### config.mk
export PLATFORM = sky130hd
export DESIGN_NAME = tse_ctrl
export DESIGN_NICKNAME = d
export VERILOG_FILES = /design/src/tse_pkg.sv /design/src/tse_bus_if.sv /design/src/tse_ctrl.sv /design/src/tse_twi_slave.sv
export SDC_FILE = /design/constraint.sdc
export NUM_CORES = 1
export LEC_CHECK = 0
export ABC_AREA = 1
export BUFFER_PORTS_ARGS = -buffer_cell sky130_fd_sc_hd__buf_2
export CAP_MARGIN = 20
export CORE_UTILIZATION = 50
export CTS_BUF_LIST = sky130_fd_sc_hd__clkbuf_4 sky130_fd_sc_hd__clkbuf_8
export DETAILED_ROUTE_END_ITERATION = 6
export MAX_ROUTING_LAYER = met4
export PLACE_DENSITY = 0.74
export SYNTH_ARGS = -nofsm -noshare
export SYNTH_HDL_FRONTEND = slang
export SYNTH_SLANG_ARGS = --single-unit
### constraint.sdc
create_clock -name ref_clk -period 2.9 [get_ports ref_clk]
set_input_delay 0.58 -clock ref_clk [delete_from_list [all_inputs] [get_ports ref_clk]]
set_output_delay 0.58 -clock ref_clk [all_outputs]
set_load 0.03 [all_outputs]
### src/tse_pkg.sv
package tse_pkg;
	// Power modes
	typedef enum logic [1:0] {TSE_MODE_ACTIVE, TSE_MODE_SLEEP, TSE_MODE_DEEP} tse_mode_t;
	// Wake interval selections
	localparam logic [1:0] TSE_IVL_1MS95 = 2'h0;
	localparam logic [1:0] TSE_IVL_15MS6 = 2'h1;
	localparam logic [1:0] TSE_IVL_125MS = 2'h2;
	localparam logic [1:0] TSE_IVL_1S = 2'h3;
	// Interval times in microseconds, as printed
	localparam real TSE_IVL0_US = 1950.0;
	localparam real TSE_IVL1_US = 15600.0;
	localparam real TSE_IVL2_US = 125000.0;
	localparam real TSE_IVL3_US = 1000000.0;
	localparam real TSE_CLK_MHZ = 250.0;
	// All times round down
	localparam int TSE_IVL0_CYC = int'($floor(TSE_IVL0_US * TSE_CLK_MHZ));
	localparam int TSE_IVL1_CYC = int'($floor(TSE_IVL1_US * TSE_CLK_MHZ));
	localparam int TSE_IVL2_CYC = int'($floor(TSE_IVL2_US * TSE_CLK_MHZ));
	localparam int TSE_IVL3_CYC = int'($floor(TSE_IVL3_US * TSE_CLK_MHZ));
	localparam int TSE_TMR_W = 28;
	// Address byte layout
	localparam int TSE_ADDR_W = 7;
	localparam int TSE_RW_BIT = 0;
	localparam logic TSE_RW_WRITE = 1'b0;
	localparam logic TSE_RW_READ = 1'b1;
	// Reset values and GPIO count
	localparam logic [6:0] TSE_ADDR_RST = 7'h00;
	localparam int TSE_GPIO_N = 6;
endpackage

### src/tse_bus_if.sv
`timescale 1ns/1ns
`default_nettype none
// Byte-level traffic between the two-wire engine and the control core
interface tse_bus_if;
	logic start;
	logic stop;
	logic byte_vld;
	logic [7:0] rx_byte;
	logic addr_hit;
	logic rd_dir;
	logic first;
	logic [7:0] tx_byte;
	logic [6:0] own_addr;
	modport eng (output start, stop, byte_vld, rx_byte, addr_hit, rd_dir, first, input tx_byte, own_addr);
	modport core (input start, stop, byte_vld, rx_byte, addr_hit, rd_dir, first, output tx_byte, own_addr);
endinterface
`default_nettype wire

### src/tse_ctrl.sv
`timescale 1ns/1ns
`default_nettype none
module tse_ctrl
	import tse_pkg::*;
#(
	parameter int IVL0_CYC = TSE_IVL0_CYC,
	parameter int IVL1_CYC = TSE_IVL1_CYC,
	parameter int IVL2_CYC = TSE_IVL2_CYC,
	parameter int IVL3_CYC = TSE_IVL3_CYC
)
(
	input wire logic ref_clk,
	input wire logic rst,
	input wire logic scl_in,
	input wire logic sda_in,
	output logic sda_out,
	output logic sda_oe_n,
	input wire logic [TSE_GPIO_N-1:0] gpio_in,
	output logic [TSE_GPIO_N-1:0] gpio_out,
	output logic [TSE_GPIO_N-1:0] gpio_oe_n,
	output logic [TSE_GPIO_N-1:0] gpio_free,
	input wire logic [6:0] cfg_addr,
	input wire logic cfg_addr_we,
	input wire logic cfg_lock_set,
	input wire logic [1:0] cfg_mode,
	input wire logic [1:0] cfg_ivl,
	input wire logic cfg_slp_en,
	input wire logic [2:0] cfg_slp_pin,
	input wire logic cfg_bidir,
	input wire logic [TSE_GPIO_N-1:0] cfg_wake_mask,
	input wire logic button_press,
	input wire logic [7:0] reg_rdata,
	output logic reg_wr,
	output logic reg_cmd,
	output logic reg_rd,
	output logic [7:0] reg_wdata,
	output logic [6:0] own_addr,
	output logic addr_locked,
	output var tse_pkg::tse_mode_t pwr_mode,
	output logic awake,
	output logic sense_on,
	output logic scan_req
);
	import tse_pkg::*;
	tse_bus_if bus ();
	typedef struct packed {
		logic [6:0] addr;
		logic lock;
		tse_mode_t mode;
		logic awake;
		logic [TSE_TMR_W-1:0] tmr;
		logic scan;
		logic [1:0] idx;
		logic wr;
		logic cmd;
		logic rd;
		logic [7:0] wdata;
		logic irq;
		logic [TSE_GPIO_N-1:0] free;
		logic [TSE_GPIO_N-1:0] oe_n;
	} tse_core_t;
	tse_core_t c_r, c_nxt;
	logic [TSE_TMR_W-1:0] ivl_cyc;
	logic gpio_wake, host_wake, slp_pin_lvl;
	// Interval lookup
	always_comb
	begin
		unique case (cfg_ivl)
			TSE_IVL_1MS95: ivl_cyc = TSE_TMR_W'(IVL0_CYC);
			TSE_IVL_15MS6: ivl_cyc = TSE_TMR_W'(IVL1_CYC);
			TSE_IVL_125MS: ivl_cyc = TSE_TMR_W'(IVL2_CYC);
			TSE_IVL_1S: ivl_cyc = TSE_TMR_W'(IVL3_CYC);
		endcase
	end
	// Wake sources; control pin is active low
	assign slp_pin_lvl = gpio_in[cfg_slp_pin];
	assign host_wake = cfg_slp_en & ~slp_pin_lvl;
	assign gpio_wake = |(gpio_in & cfg_wake_mask & ~(cfg_slp_en ? (6'h01 << cfg_slp_pin) : 6'h00));
	assign bus.own_addr = c_r.addr;
	assign bus.tx_byte = reg_rdata;
	// Core next state
	always_comb
	begin
		c_nxt = c_r;
		c_nxt.scan = 1'b0;
		c_nxt.wr = 1'b0;
		c_nxt.cmd = 1'b0;
		c_nxt.rd = 1'b0;
		// Address only changes while unlocked; lock is sticky
		if (cfg_addr_we && !c_r.lock)
			c_nxt.addr = cfg_addr;
		if (cfg_lock_set)
			c_nxt.lock = 1'b1;
		c_nxt.mode = tse_mode_t'(cfg_mode == 2'h3 ? 2'h0 : cfg_mode);
		// Register writes: first data byte is the command/offset, rest data
		if (bus.byte_vld && !bus.first && bus.addr_hit && !bus.rd_dir)
		begin
			c_nxt.wdata = bus.rx_byte;
			c_nxt.cmd = (c_r.idx == 2'h0);
			c_nxt.wr = (c_r.idx != 2'h0);
			c_nxt.idx = 2'h1;
		end
		if (bus.byte_vld && bus.first && bus.addr_hit && bus.rd_dir)
			c_nxt.rd = 1'b1;
		if (bus.start)
			c_nxt.idx = 2'h0;
		// Power sequencing
		unique case (c_r.mode)
			TSE_MODE_ACTIVE: c_nxt.awake = 1'b1;
			TSE_MODE_SLEEP:
			begin
				if (c_r.tmr >= ivl_cyc - 1'b1)
				begin
					c_nxt.tmr = '0;
					c_nxt.scan = 1'b1;
				end
				else
					c_nxt.tmr = c_r.tmr + 1'b1;
				// Stay awake while host holds the control pin or on GPIO
				c_nxt.awake = host_wake | gpio_wake | (c_r.tmr >= ivl_cyc - 1'b1);
			end
			TSE_MODE_DEEP:
			begin
				c_nxt.tmr = '0;
				c_nxt.awake = host_wake | gpio_wake;
			end
			default: c_nxt.awake = 1'b1;
		endcase
		if (c_r.mode != TSE_MODE_SLEEP)
			c_nxt.tmr = '0;
		// Awake must arrive with the mode, or active would show a dark cycle
		if (c_nxt.mode == TSE_MODE_ACTIVE)
			c_nxt.awake = 1'b1;
		// Press indication on the control pin, only if bidirectional
		c_nxt.irq = cfg_slp_en & cfg_bidir & button_press;
		c_nxt.oe_n = ~((cfg_slp_en & cfg_bidir & button_press) ? (6'h01 << cfg_slp_pin) : 6'h00);
		c_nxt.free = ~(cfg_slp_en ? (6'h01 << cfg_slp_pin) : 6'h00);
	end
	// Register, reset to active with lock clear
	always_ff @(posedge ref_clk or posedge rst)
	begin
		if (rst)
			c_r <= '{addr: TSE_ADDR_RST, lock: 1'b0, mode: TSE_MODE_ACTIVE, awake: 1'b1, free: '1, oe_n: '1,
				default: '0};
		else
			c_r <= c_nxt;
	end
	// Bus engine; works at any host rate well below ref_clk
	tse_twi_slave u_twi (
		.ref_clk(ref_clk),
		.rst(rst),
		.scl_in(scl_in),
		.sda_in(sda_in),
		.sda_out(sda_out),
		.sda_oe_n(sda_oe_n),
		.bus(bus)
	);
	// Outputs straight from flops, except gpio_out tied low
	assign gpio_out = '0;
	assign gpio_oe_n = c_r.oe_n;
	assign gpio_free = c_r.free;
	assign reg_wr = c_r.wr;
	assign reg_cmd = c_r.cmd;
	assign reg_rd = c_r.rd;
	assign reg_wdata = c_r.wdata;
	assign own_addr = c_r.addr;
	assign addr_locked = c_r.lock;
	assign pwr_mode = c_r.mode;
	assign awake = c_r.awake;
	assign sense_on = c_r.awake;
	assign scan_req = c_r.scan;
endmodule
`default_nettype wire

### src/tse_twi_slave.sv
`timescale 1ns/1ns
`default_nettype none
// Bit engine of the two-wire slave; lines sampled on ref_clk
module tse_twi_slave
	import tse_pkg::*;
(
	input wire logic ref_clk,
	input wire logic rst,
	input wire logic scl_in,
	input wire logic sda_in,
	output logic sda_out,
	output logic sda_oe_n,
	tse_bus_if.eng bus
);
	typedef enum logic [2:0] {TS_IDLE, TS_RECV, TS_ACK, TS_SEND, TS_RACK} tse_ts_t;
	typedef struct packed {
		logic scl_q;
		logic sda_q;
		tse_ts_t st;
		logic [3:0] cnt;
		logic [7:0] sh;
		logic first;
		logic rd;
		logic drv;
		logic start;
		logic stop;
		logic vld;
		logic hit;
	} tse_tw_t;
	tse_tw_t s_r, s_nxt;
	logic rise, fall;
	assign rise = scl_in & ~s_r.scl_q;
	assign fall = ~scl_in & s_r.scl_q;
	// Next-state logic; start and stop win over bit handling
	always_comb
	begin
		s_nxt = s_r;
		s_nxt.scl_q = scl_in;
		s_nxt.sda_q = sda_in;
		s_nxt.start = 1'b0;
		s_nxt.stop = 1'b0;
		s_nxt.vld = 1'b0;
		if (s_r.scl_q && scl_in && s_r.sda_q && !sda_in)
		begin
			s_nxt.st = TS_RECV;
			s_nxt.cnt = 4'h0;
			s_nxt.first = 1'b1;
			s_nxt.hit = 1'b0;
			s_nxt.drv = 1'b0;
			s_nxt.start = 1'b1;
		end
		else if (s_r.scl_q && scl_in && !s_r.sda_q && sda_in)
		begin
			s_nxt.st = TS_IDLE;
			s_nxt.drv = 1'b0;
			s_nxt.stop = 1'b1;
		end
		else
		begin
			unique case (s_r.st)
				TS_IDLE: ;
				TS_RECV:
					if (rise)
					begin
						s_nxt.sh = {s_r.sh[6:0], sda_in};
						s_nxt.cnt = s_r.cnt + 4'h1;
					end
					else if (fall && s_r.cnt == 4'h8)
					begin
						s_nxt.vld = 1'b1;
						s_nxt.cnt = 4'h0;
						if (s_r.first)
						begin
							// Upper seven bits are the address, bit 0 the direction
							s_nxt.rd = (s_r.sh[TSE_RW_BIT] == TSE_RW_READ);
							s_nxt.hit = (s_r.sh[7:1] == bus.own_addr);
						end
						// Foreign address: never touch the bus
						s_nxt.drv = s_r.first ? (s_r.sh[7:1] == bus.own_addr) : s_r.hit;
						s_nxt.st = (s_r.first ? (s_r.sh[7:1] == bus.own_addr) : s_r.hit) ? TS_ACK : TS_IDLE;
					end
				TS_ACK:
					if (fall)
					begin
						s_nxt.first = 1'b0;
						s_nxt.cnt = 4'h0;
						if (s_r.rd)
						begin
							s_nxt.st = TS_SEND;
							s_nxt.sh = bus.tx_byte;
							s_nxt.drv = ~bus.tx_byte[7];
						end
						else
						begin
							s_nxt.st = TS_RECV;
							s_nxt.drv = 1'b0;
						end
					end
				TS_SEND:
					if (fall)
					begin
						s_nxt.cnt = s_r.cnt + 4'h1;
						s_nxt.sh = {s_r.sh[6:0], 1'b1};
						s_nxt.drv = (s_r.cnt == 4'h7) ? 1'b0 : ~s_r.sh[6];
						if (s_r.cnt == 4'h7)
							s_nxt.st = TS_RACK;
					end
				TS_RACK:
					if (rise)
						s_nxt.st = sda_in ? TS_IDLE : TS_RACK;
					else if (fall)
					begin
						s_nxt.st = TS_SEND;
						s_nxt.cnt = 4'h0;
						s_nxt.sh = bus.tx_byte;
						s_nxt.drv = ~bus.tx_byte[7];
					end
				default: s_nxt.st = TS_IDLE;
			endcase
		end
	end
	// State register
	always_ff @(posedge ref_clk or posedge rst)
	begin
		if (rst)
			s_r <= '{scl_q: 1'b1, sda_q: 1'b1, st: TS_IDLE, default: '0};
		else
			s_r <= s_nxt;
	end
	// Open drain: only ever pull low
	assign sda_out = 1'b0;
	assign sda_oe_n = ~s_r.drv;
	assign bus.start = s_r.start;
	assign bus.stop = s_r.stop;
	assign bus.byte_vld = s_r.vld;
	assign bus.rx_byte = s_r.sh;
	assign bus.addr_hit = s_r.hit;
	assign bus.rd_dir = s_r.rd;
	assign bus.first = s_r.first;
endmodule
`default_nettype wire
# After elaboration in Yosys (flattened, before gate mapping)
# Index checks and enable logic that the tools add are counted.
op_classes:
  bitwise: 20
  mux: 58
  n_shift: 1
  n_eq_ne: 36
  magnitude_cmp: 2
  n_reduce_logical: 40
  n_addsub: 3
op_table:
  columns: ["cell", "n"]
  rows:
  - ["28-bit case mux with 4 select lines", 1]
  - ["28-bit two-way mux", 2]
  - ["28-bit case mux with 2 select lines", 1]
  - ["12-bit case mux with 4 select lines", 1]
  - ["15-bit two-way mux", 2]
  - ["28-bit by 1-bit adder with 28-bit output (second input constant)", 1]
  - ["28-bit >= comparator", 1]
  - ["28-bit by 1-bit subtractor with 28-bit output (second input constant)", 1]
  - ["4-bit by 1-bit != test with 1-bit output (second input constant)", 6]
  - ["1-bit two-way mux", 21]
  - ["7-bit AND reduction", 3]
  - ["2-bit two-way mux", 10]
  - ["16-bit two-way mux", 1]
  - ["8-bit two-way mux", 2]
  - ["3-bit two-way mux", 5]
  - ["3-bit case mux with 5 select lines", 1]
  - ["14-bit two-way mux", 1]
  - ["7-bit two-way mux", 2]
  - ["2-bit by 1-bit != test with 1-bit output (second input constant)", 7]
  - ["1-bit logical AND", 13]
  - ["6-bit bitwise AND", 2]
  - ["12-bit two-way mux", 1]
  - ["6-bit two-way mux", 2]
  - ["3-bit by 1-bit != test with 1-bit output (second input constant)", 4]
  - ["other kinds (36)", 69]
word_totals:
  elab_cells: 184
  register_bits: 88
  out_inout_bits: 44
  input_bits: 43

# Longest topological paths before layout
# Gate-level depths: netlist of the first run.
logic_depth:
  ltp_word: 9
  mapped_depth: 14
  mapped_depth_nobuf: 14

# Modules after synthesis
# Synthesis of the first run repeated with hierarchy kept, for this count alone.
hier_totals:
  hier_cells: 750
  area_unflattened_um2: 5864.4
by_module_without_submodules:
  columns: ["mod", "instances", "cells_per_inst", "seq_area_each_um2", "area_per_inst_um2"]
  rows:
  - ["tse_ctrl", 1, 484, 1617.8, 4087.7]
  - ["tse_twi_slave", 1, 266, 603.1, 1776.7]

# Worst setup path after synthesis of the first run
# No wires, ideal clock.
synth_timing:
  path_kind: "input to register"
  from: "input cfg_ivl[0]"
  to: "register c_r[42] in the netlist's numbering"
  cell_stages: 13
  arrival_ns: 2.218
  slack_ns: 0.561
  path_cell_list: "inv_1 ha_1 o21ai_0 nand2_1 ha_1 nand2_1 nor2_1 nand3_1 nand3_1 nand2_1 nand4_2 buf_2 nor2_1"
synth_lines:
  columns: ["item", "line_no", "rtl"]
  rows:
  - ["start: declaration", "tse_ctrl.sv:26", "input wire logic [1:0] cfg_ivl,"]
  - ["end signal: assignment", "tse_ctrl.sv:143", "c_r <= '{addr: TSE_ADDR_RST, lock: 1'b0, mode: TSE_MODE_ACTIVE, awake: 1'b1, free: '1, oe_n: '1,"]
  - ["end signal: assignment", "tse_ctrl.sv:146", "c_r <= c_nxt;"]
  - ["end: declaration", "tse_ctrl.sv:62", "tse_core_t c_r, c_nxt;"]

==> flow_summary_export.csv, run 1 <==
group,metric,value,unit
outcome,outcome,"finished, final reports clean",
global_route,grt_max_degree,45,
timing,hold_violations,0,
route,ant_nets,0,
min_path,hold_path.class,"input port to async pin",
worst_setup_path,cp-end-kind,"flop",
clock_network,clk_latency,0.35,ns
timing,post-route-period-util,77.9,%
synthesis,syn_inst,713,
worst_setup_path,cp_common_cell,"nand2_1",
pwr,leakage,3.11,nW
clock_network,numCtsBuffers,9,
timing,setup_viol,0,
worst_setup_path,path_cells,"buf_2, inv_1, ha_1, o21ai_0, nand2_1, ha_1, nand2_1, nor2_1, nand3_1, nand3_1, nand2_1, nand4_2, buf_12, nor2_1",
clock_network,cts_buffer_depth,2,
pwr,power.density,436,nW/um^2
route,first_pass_iters,4,
pwr,ir_drop,0.436,mV
worst_setup_path,cp_data_arrival_time,2.49,ns
global_route,overflow,0,
worst_setup_path,critical-path-slowest-cell,"ha_1",
timing,finClkSkew,0.0119,ns
floorplan,die_width,108,um
synthesis,synth_largest_area_cell,"dfrtp_1",
synthesis,ys_async_sr_fraction,100,%
clock_network,cts_tree,"built",
placement,portBuffers,79,
timing,slew_viol_final,0,
synthesis,yosysSeqAreaShare,38.8,%
clock_network,clkSlewWorstSetupHoldPaths,0.08,ns
global_route,grt_pass1_vias,4430,
clock_network,cts_setup_buffers,0,
placement,dp_hpwl,9170,um
floorplan,fp-row-count,38,
synthesis,synthTopCellsByArea,"dfrtp_1, nand2_1, ha_1",
route,wl,11800,um
timing,slew_headroom,48.3,%
clock_network,clkSinkCount,87,
route,wl_per_cell,12.9,um
synthesis,synth_top_area_share,31.8,%
flow_run,max-cap-violations,0,
worst_setup_path,worst-path-max-fanout,28,
worst_setup_path,critPathLaunchType,"input port",
clock_network,cts_max_level,3,
global_route,grt.total_usage,22.5,%
finish,antenna-diode-count,0,
synthesis,synth-seq-cells,87,
placement,dp_cells,896,
synthesis,ys_types,43,
timing,max_freq,442,MHz
finish,drive_gt1_share,21.5,%
floorplan,pin_count,87,
finish,synthToLayoutAreaGrowth,9.46,%
floorplan,dieArea,11800,um^2
route,drt_first_iter_violations,183,
synthesis,syn_area,5660,um^2
route,vias,4696,
global_route,gr-usage-met1,28.6,%
worst_setup_path,reg2reg_from,"c_r[46]$_DFF_PP0_",
synthesis,ys.flop_type,"dfrtp_1",
placement,gp_congestion,0.907,
clock_network,cts-root-buf,"clkbuf_8",
global_route,use_met2,36.1,%
floorplan,die_height,108,um
worst_setup_path,setup.worst_path.start,"cfg_ivl[0]",
worst_setup_path,worstPathRequired,3.13,ns
global_route,antenna_found_initial,0,
timing,tightestPinTransition,0.774,ns
worst_setup_path,cp_slowest_stage_delay,0.35,ns
global_route,grt_use_met3,3.32,%
finish,final.fill_count,1012,
global_route,grt_pass1_wl,20100,um
floorplan,start_util,51.8,%
finish,finalNetCount,851,
route,avgViaCountPerCell,5.15,
synthesis,synth-edff-count,0,
timing,fin_tns_setup,0,ns
floorplan,coreArea,10900,um^2
global_route,grt_busiest_layer,"met2",
timing,min_period,2.26,ns
clock_network,cts.repair.resized,0,
route,route.detailed.drc,0,
finish,fin_cells,912,
worst_setup_path,path_delay_family,"simple AND/OR/NAND/NOR gates",
synthesis,yosys_warnings,0,
worst_setup_path,critical_path_class,"input port to flop",
clock_network,cts_hold_buffers,0,
timing,rsz0062_at_grt,"no",
synthesis,avgSynthCellArea,7.94,um^2
worst_setup_path,crit_buf_inv,3,
[placed cells by master, fill, tap and decap left out, types with 3 or more instances in the layout]
master and instances:
nand3_2 5, o21ai_1 11, inv_2 5, nor2_1 85
xnor2_1 14, dfstp_2 15, or2_2 5, nor3_1 6
nand4_1 18, o21ai_0 25, nand2_1 164, conb_1 8
dfrtp_1 72, inv_1 85, buf_2 79, nand4_4 3
mux2_2 7, ha_1 41, nor2_4 3, a21oi_1 14
nand2_2 8, nor2_2 4, nand3_1 38, clkbuf_4 3
xor2_1 11, o21ai_2 8, clkbuf_8 11
[cell usage after synthesis (2+ instances only)]
library cell	instances
nand2_1	164
inv_1	86
nor2_1	85
dfrtp_1	72
ha_1	41
nand3_1	38
buf_4	37
o21ai_0	25
nand4_1	18
dfstp_2	15
a21oi_1	14
xnor2_1	14
o21ai_1	11
xor2_1	11
nand2_2	8
o21ai_2	8
mux2_2	7
nor3_1	6
inv_2	5
nand3_2	5
or2_2	5
clkbuf_1	4
nor2_2	4
buf_2	3
nand4_4	3
nor2_4	3
and3_1	2
conb_1	2
o22ai_1	2
o31ai_1	2
[metrics by stage]
| step | hold slack, ns | total power, W | setup WS (ns) | utilization [%] | area, um^2 |
|---|---|---|---|---|---|
| 6_report | 0.348 | 0.00270 | 0.639 | 56.7 | 6200 |
| 5_1_grt | 0.365 | 0.00285 | 0.469 | 56.7 | 6200 |
| 4_1_cts | 0.354 | 0.00274 | 0.641 | 56.7 | 6200 |
| 3_5_place_dp | 0.390 | 0.00185 | 0.268 | 54.7 | 5980 |
| 3_3_place_gp | 0.378 | 0.00183 | 0.352 | 54.7 | 5980 |
| 2_1_floorplan | 0.375 | 0.00174 | 0.0946 | - | 5680 |
[final timing paths]
check | end | slack [ns] | depth (start not counted)
worst max-delay path | c_r[42]$_DFF_PP0_ | 0.64 | 14
worst min-delay path | own_addr[6]$_DFFE_PP0P_ | 0.35 | 2
worst max register to register | c_r[42]$_DFF_PP0_ | 1.10 | 9
worst min register to register | c_r[24]$_DFFE_PP0P_ | 0.39 | 1
max in group asynchronous | u_twi.s_r[23]$_DFF_PP1_ | 1.82 | 3
min in group ref_clk | u_twi.s_r[22]$_DFF_PP1_ | 0.38 | 1
[report_power, final]
part / total (W) / leakage, nW / switching, W / internal, W
sequential: 0.00134 / 1.14 / 0.0000579 / 0.00128
clock: 0.000875 / 0.111 / 0.000399 / 0.000477
combinational: 0.000488 / 1.87 / 0.000315 / 0.000173
total: 0.00270 / 3.11 / 0.000772 / 0.00193
[registers in the layout, summed over array words and instances, names as in the netlist]
name and cells:
u_twi.bus.first 1, u_twi.bus.addr_hit 1, reg_wr 1, u_twi.bus.byte_vld 1, u_twi.bus.rd_dir 1, awake 1, own_addr 7, u_twi.bus.start 1
u_twi.bus.rx_byte 8, gpio_oe_n 6, u_twi.s_r 10, reg_cmd 1, pwr_mode 2, reg_rd 1, reg_wdata 8, gpio_free 6
addr_locked 1, c_r 29, scan_req 1
[per-layer routing]
layer  vias up  wire, um  part of all wire [%]
li1       2332         -                     -
met4         0       235                   2.0
met1      2212      5110                    43
met5         -         0                     0
met3        20       578                   4.9
met2       132      5860                    50
[worst reg2reg max path: stages (launching register included)]
cell and delay, ns:
dfrtp_1 0.45, ha_1 0.33, nand2_1 0.07, nor2_1 0.16, nand4_1 0.10, nor2_1 0.11
nand2_1 0.09, nand4_2 0.12, buf_12 0.18, nor2_1 0.06
[area by class of cell]
class	count	area, um^2	share of cell area (%)
Clock inverter	2	38.8	0.626
Inverter	92	347	5.59
Multi-Input combinational cell	495	2820	45.6
Tap cell	140	175	2.83
Clock buffer	14	174	2.81
Sequential cell	87	2200	35.4
Timing Repair Buffer	82	443	7.15
[cells by family after synthesis]
kind of cell             Yosys count  synth area share [%]
AND/OR/NAND/NOR                  346                  28.0
buffers and inverters            137                  11.7
flip-flops                        87                  38.8
AO/OA/AOI/OAI                     68                  7.05
adder cells (fa/ha/maj)           41                  9.06
XOR/XNOR                          25                  3.87
multiplexers                       7                  1.39
other                              2                 0.133
Power figures use the tool's default switching activity.
==> inputs of run 2 (changes only) <==
PLACE_DENSITY = 0.72   (was 0.74)
clock period = 2.3 ns   (was 2.9 ns; I/O delays follow)
==> run 2 against run 1 <==
  * Via count up 0.15%
  * Sequential cell count unchanged
  * Clock-buffer cell count down 4
  * Non-clock buffer count up 9
  * Sequential power up 25%
  * Critical path depth unchanged
  * First-iteration DRC count up 28%
  * Clock power up 34%
==> flow_summary_export.csv, run 2 (same netlist as run 1, synthesis figures left out) <==
group,metric,value,unit
clock_network,cts_hold_buffers,0,
pwr,ir_drop,0.446,mV
timing,hold_slack,0.147,ns
pwr,power.density,556,nW/um^2
finish,synthToLayoutAreaGrowth,11.0,%
outcome,outcome,"finished, final reports clean",
finish,top_regs,"c_r (29), u_twi.s_r (10)",
placement,portBuffers,79,
global_route,gr-usage-met1,29.0,%
timing,setup_viol,0,
global_route,grt_pass1_wl,20500,um
global_route,grt_busiest_layer,"met2",
finish,drive_gt1_share,22.4,%
clock_network,cts_buffer_depth,2,
worst_setup_path,worst-path-max-fanout,28,
global_route,use_met2,36.4,%
worst_setup_path,cp_data_arrival_time,2.30,ns
timing,finClkSkew,0.00546,ns
clock_network,clkSinkCount,87,
timing,tightestPinTransition,0.564,ns
timing,rsz0062_at_grt,"no",
finish,largest_register_ff_count,29,
floorplan,start_util,51.8,%
clock_network,cts-root-buf,"clkbuf_8",
global_route,grt_use_met3,4.58,%
clock_network,cts_max_level,3,
finish,finalNetCount,860,
flow_run,max-cap-violations,0,
timing,hold_violations,0,
route,ant_nets,0,
clock_network,numCtsBuffers,9,
timing,slew_viol_final,0,
pwr,leakage,3.15,nW
route,wl,12000,um
timing,fin_tns_setup,0,ns
finish,layout_commonest_cell,"nand2_1",
clock_network,clkSlewWorstSetupHoldPaths,0.09,ns
finish,layout_common_cells,"nand2_1, nor2_1, inv_1, buf_2, dfrtp_1",
placement,gp_congestion,0.917,
worst_setup_path,critPathLaunchType,"input port",
global_route,grt.total_usage,23.0,%
route,route.detailed.drc,0,
clock_network,cts_setup_buffers,0,
clock_network,cts.repair.resized,0,
floorplan,pin_count,87,
placement,dp_cells,905,
finish,antenna-diode-count,0,
timing,min_period,2.05,ns
worst_setup_path,critical_path_class,"input port to flop",
global_route,antenna_found_initial,0,
route,drt_first_iter_violations,234,
finish,fin_cells,921,
worst_setup_path,cp-end-kind,"flop",
floorplan,fp-row-count,38,
timing,post-route-period-util,88.9,%
floorplan,coreArea,10900,um^2
clock_network,clk_latency,0.36,ns
route,avgViaCountPerCell,5.11,
timing,slew_headroom,62.3,%
floorplan,die_height,108,um
route,first_pass_iters,5,
min_path,hold_path.class,"input port to async pin",
placement,dp_hpwl,9480,um
global_route,grt_pass1_vias,4555,
timing,max_freq,489,MHz
route,vias,4703,
global_route,overflow,0,
route,wl_per_cell,13.0,um
global_route,grt_max_degree,30,
floorplan,die_width,108,um
clock_network,cts_tree,"built",
worst_setup_path,worstPathRequired,2.55,ns
finish,regMostFlops,"c_r",
floorplan,dieArea,11800,um^2
==> run 2: critical path: stages <==
cell and delay, ns:
buf_2 0.12, inv_1 0.09, ha_1 0.33, o21ai_0 0.16, nand2_1 0.09, ha_1 0.28, nand2_1 0.04, nor2_1 0.12
nand3_1 0.09, nand3_1 0.08, nand2_1 0.07, nand4_2 0.12, buf_12 0.18, nor2_1 0.06
==> run 2: path summary, 6_finish.rpt <==
check,cells past startpoint,slack [ns],from,endpoint
setup / recovery,14,0.25,cfg_ivl[0],c_r[45]$_DFF_PP0_
hold / removal,2,0.15,rst,c_r[29]$_DFF_PP0_
setup reg to reg,9,0.51,c_r[50]$_DFF_PP0_,c_r[45]$_DFF_PP0_
hold reg to reg,1,0.39,u_twi.bus.start$_DFF_PP0_,c_r[24]$_DFFE_PP0P_
max in group asynchronous,3,1.53,rst,gpio_oe_n[0]$_DFF_PP1_
min in group ref_clk,1,0.26,sda_in,u_twi.s_r[22]$_DFF_PP1_
==> run 2: metal layers <==
metal	vias to the layer above	share of wire (%)
li1	2354	-
met1	2186	45
met2	129	47
met3	34	4.6
met4	0	3.1
met5	-	0
==> run 2: power by group <==
| group | internal (W) | switching (W) |
|---|---|---|
| logic | 0.000230 | 0.000409 |
| clock network | 0.000620 | 0.000549 |
| registers | 0.00161 | 0.0000728 |
==> run 2: through the flow <==
step	power (W)	setup slack, ns	utilization, %	instance area [um^2]
2_1_floorplan	0.00219	0.0808	-	5690
3_3_place_gp	0.00233	-0.0371	55.5	6070
3_5_place_dp	0.00236	-0.122	55.5	6070
4_1_cts	0.00353	0.258	57.4	6280
5_1_grt	0.00368	0.108	57.4	6280
6_report	0.00349	0.255	57.4	6280
==> run 2: cell type report <==
class / instances / area [um^2]
fill: 1029 / 4650
multi-input combinational: 495 / 2820
sequential: 87 / 2200
timing repair buffer: 91 / 523
inverter: 92 / 349
tap: 140 / 175
clock buffer: 10 / 131
clock inverter: 6 / 85.1
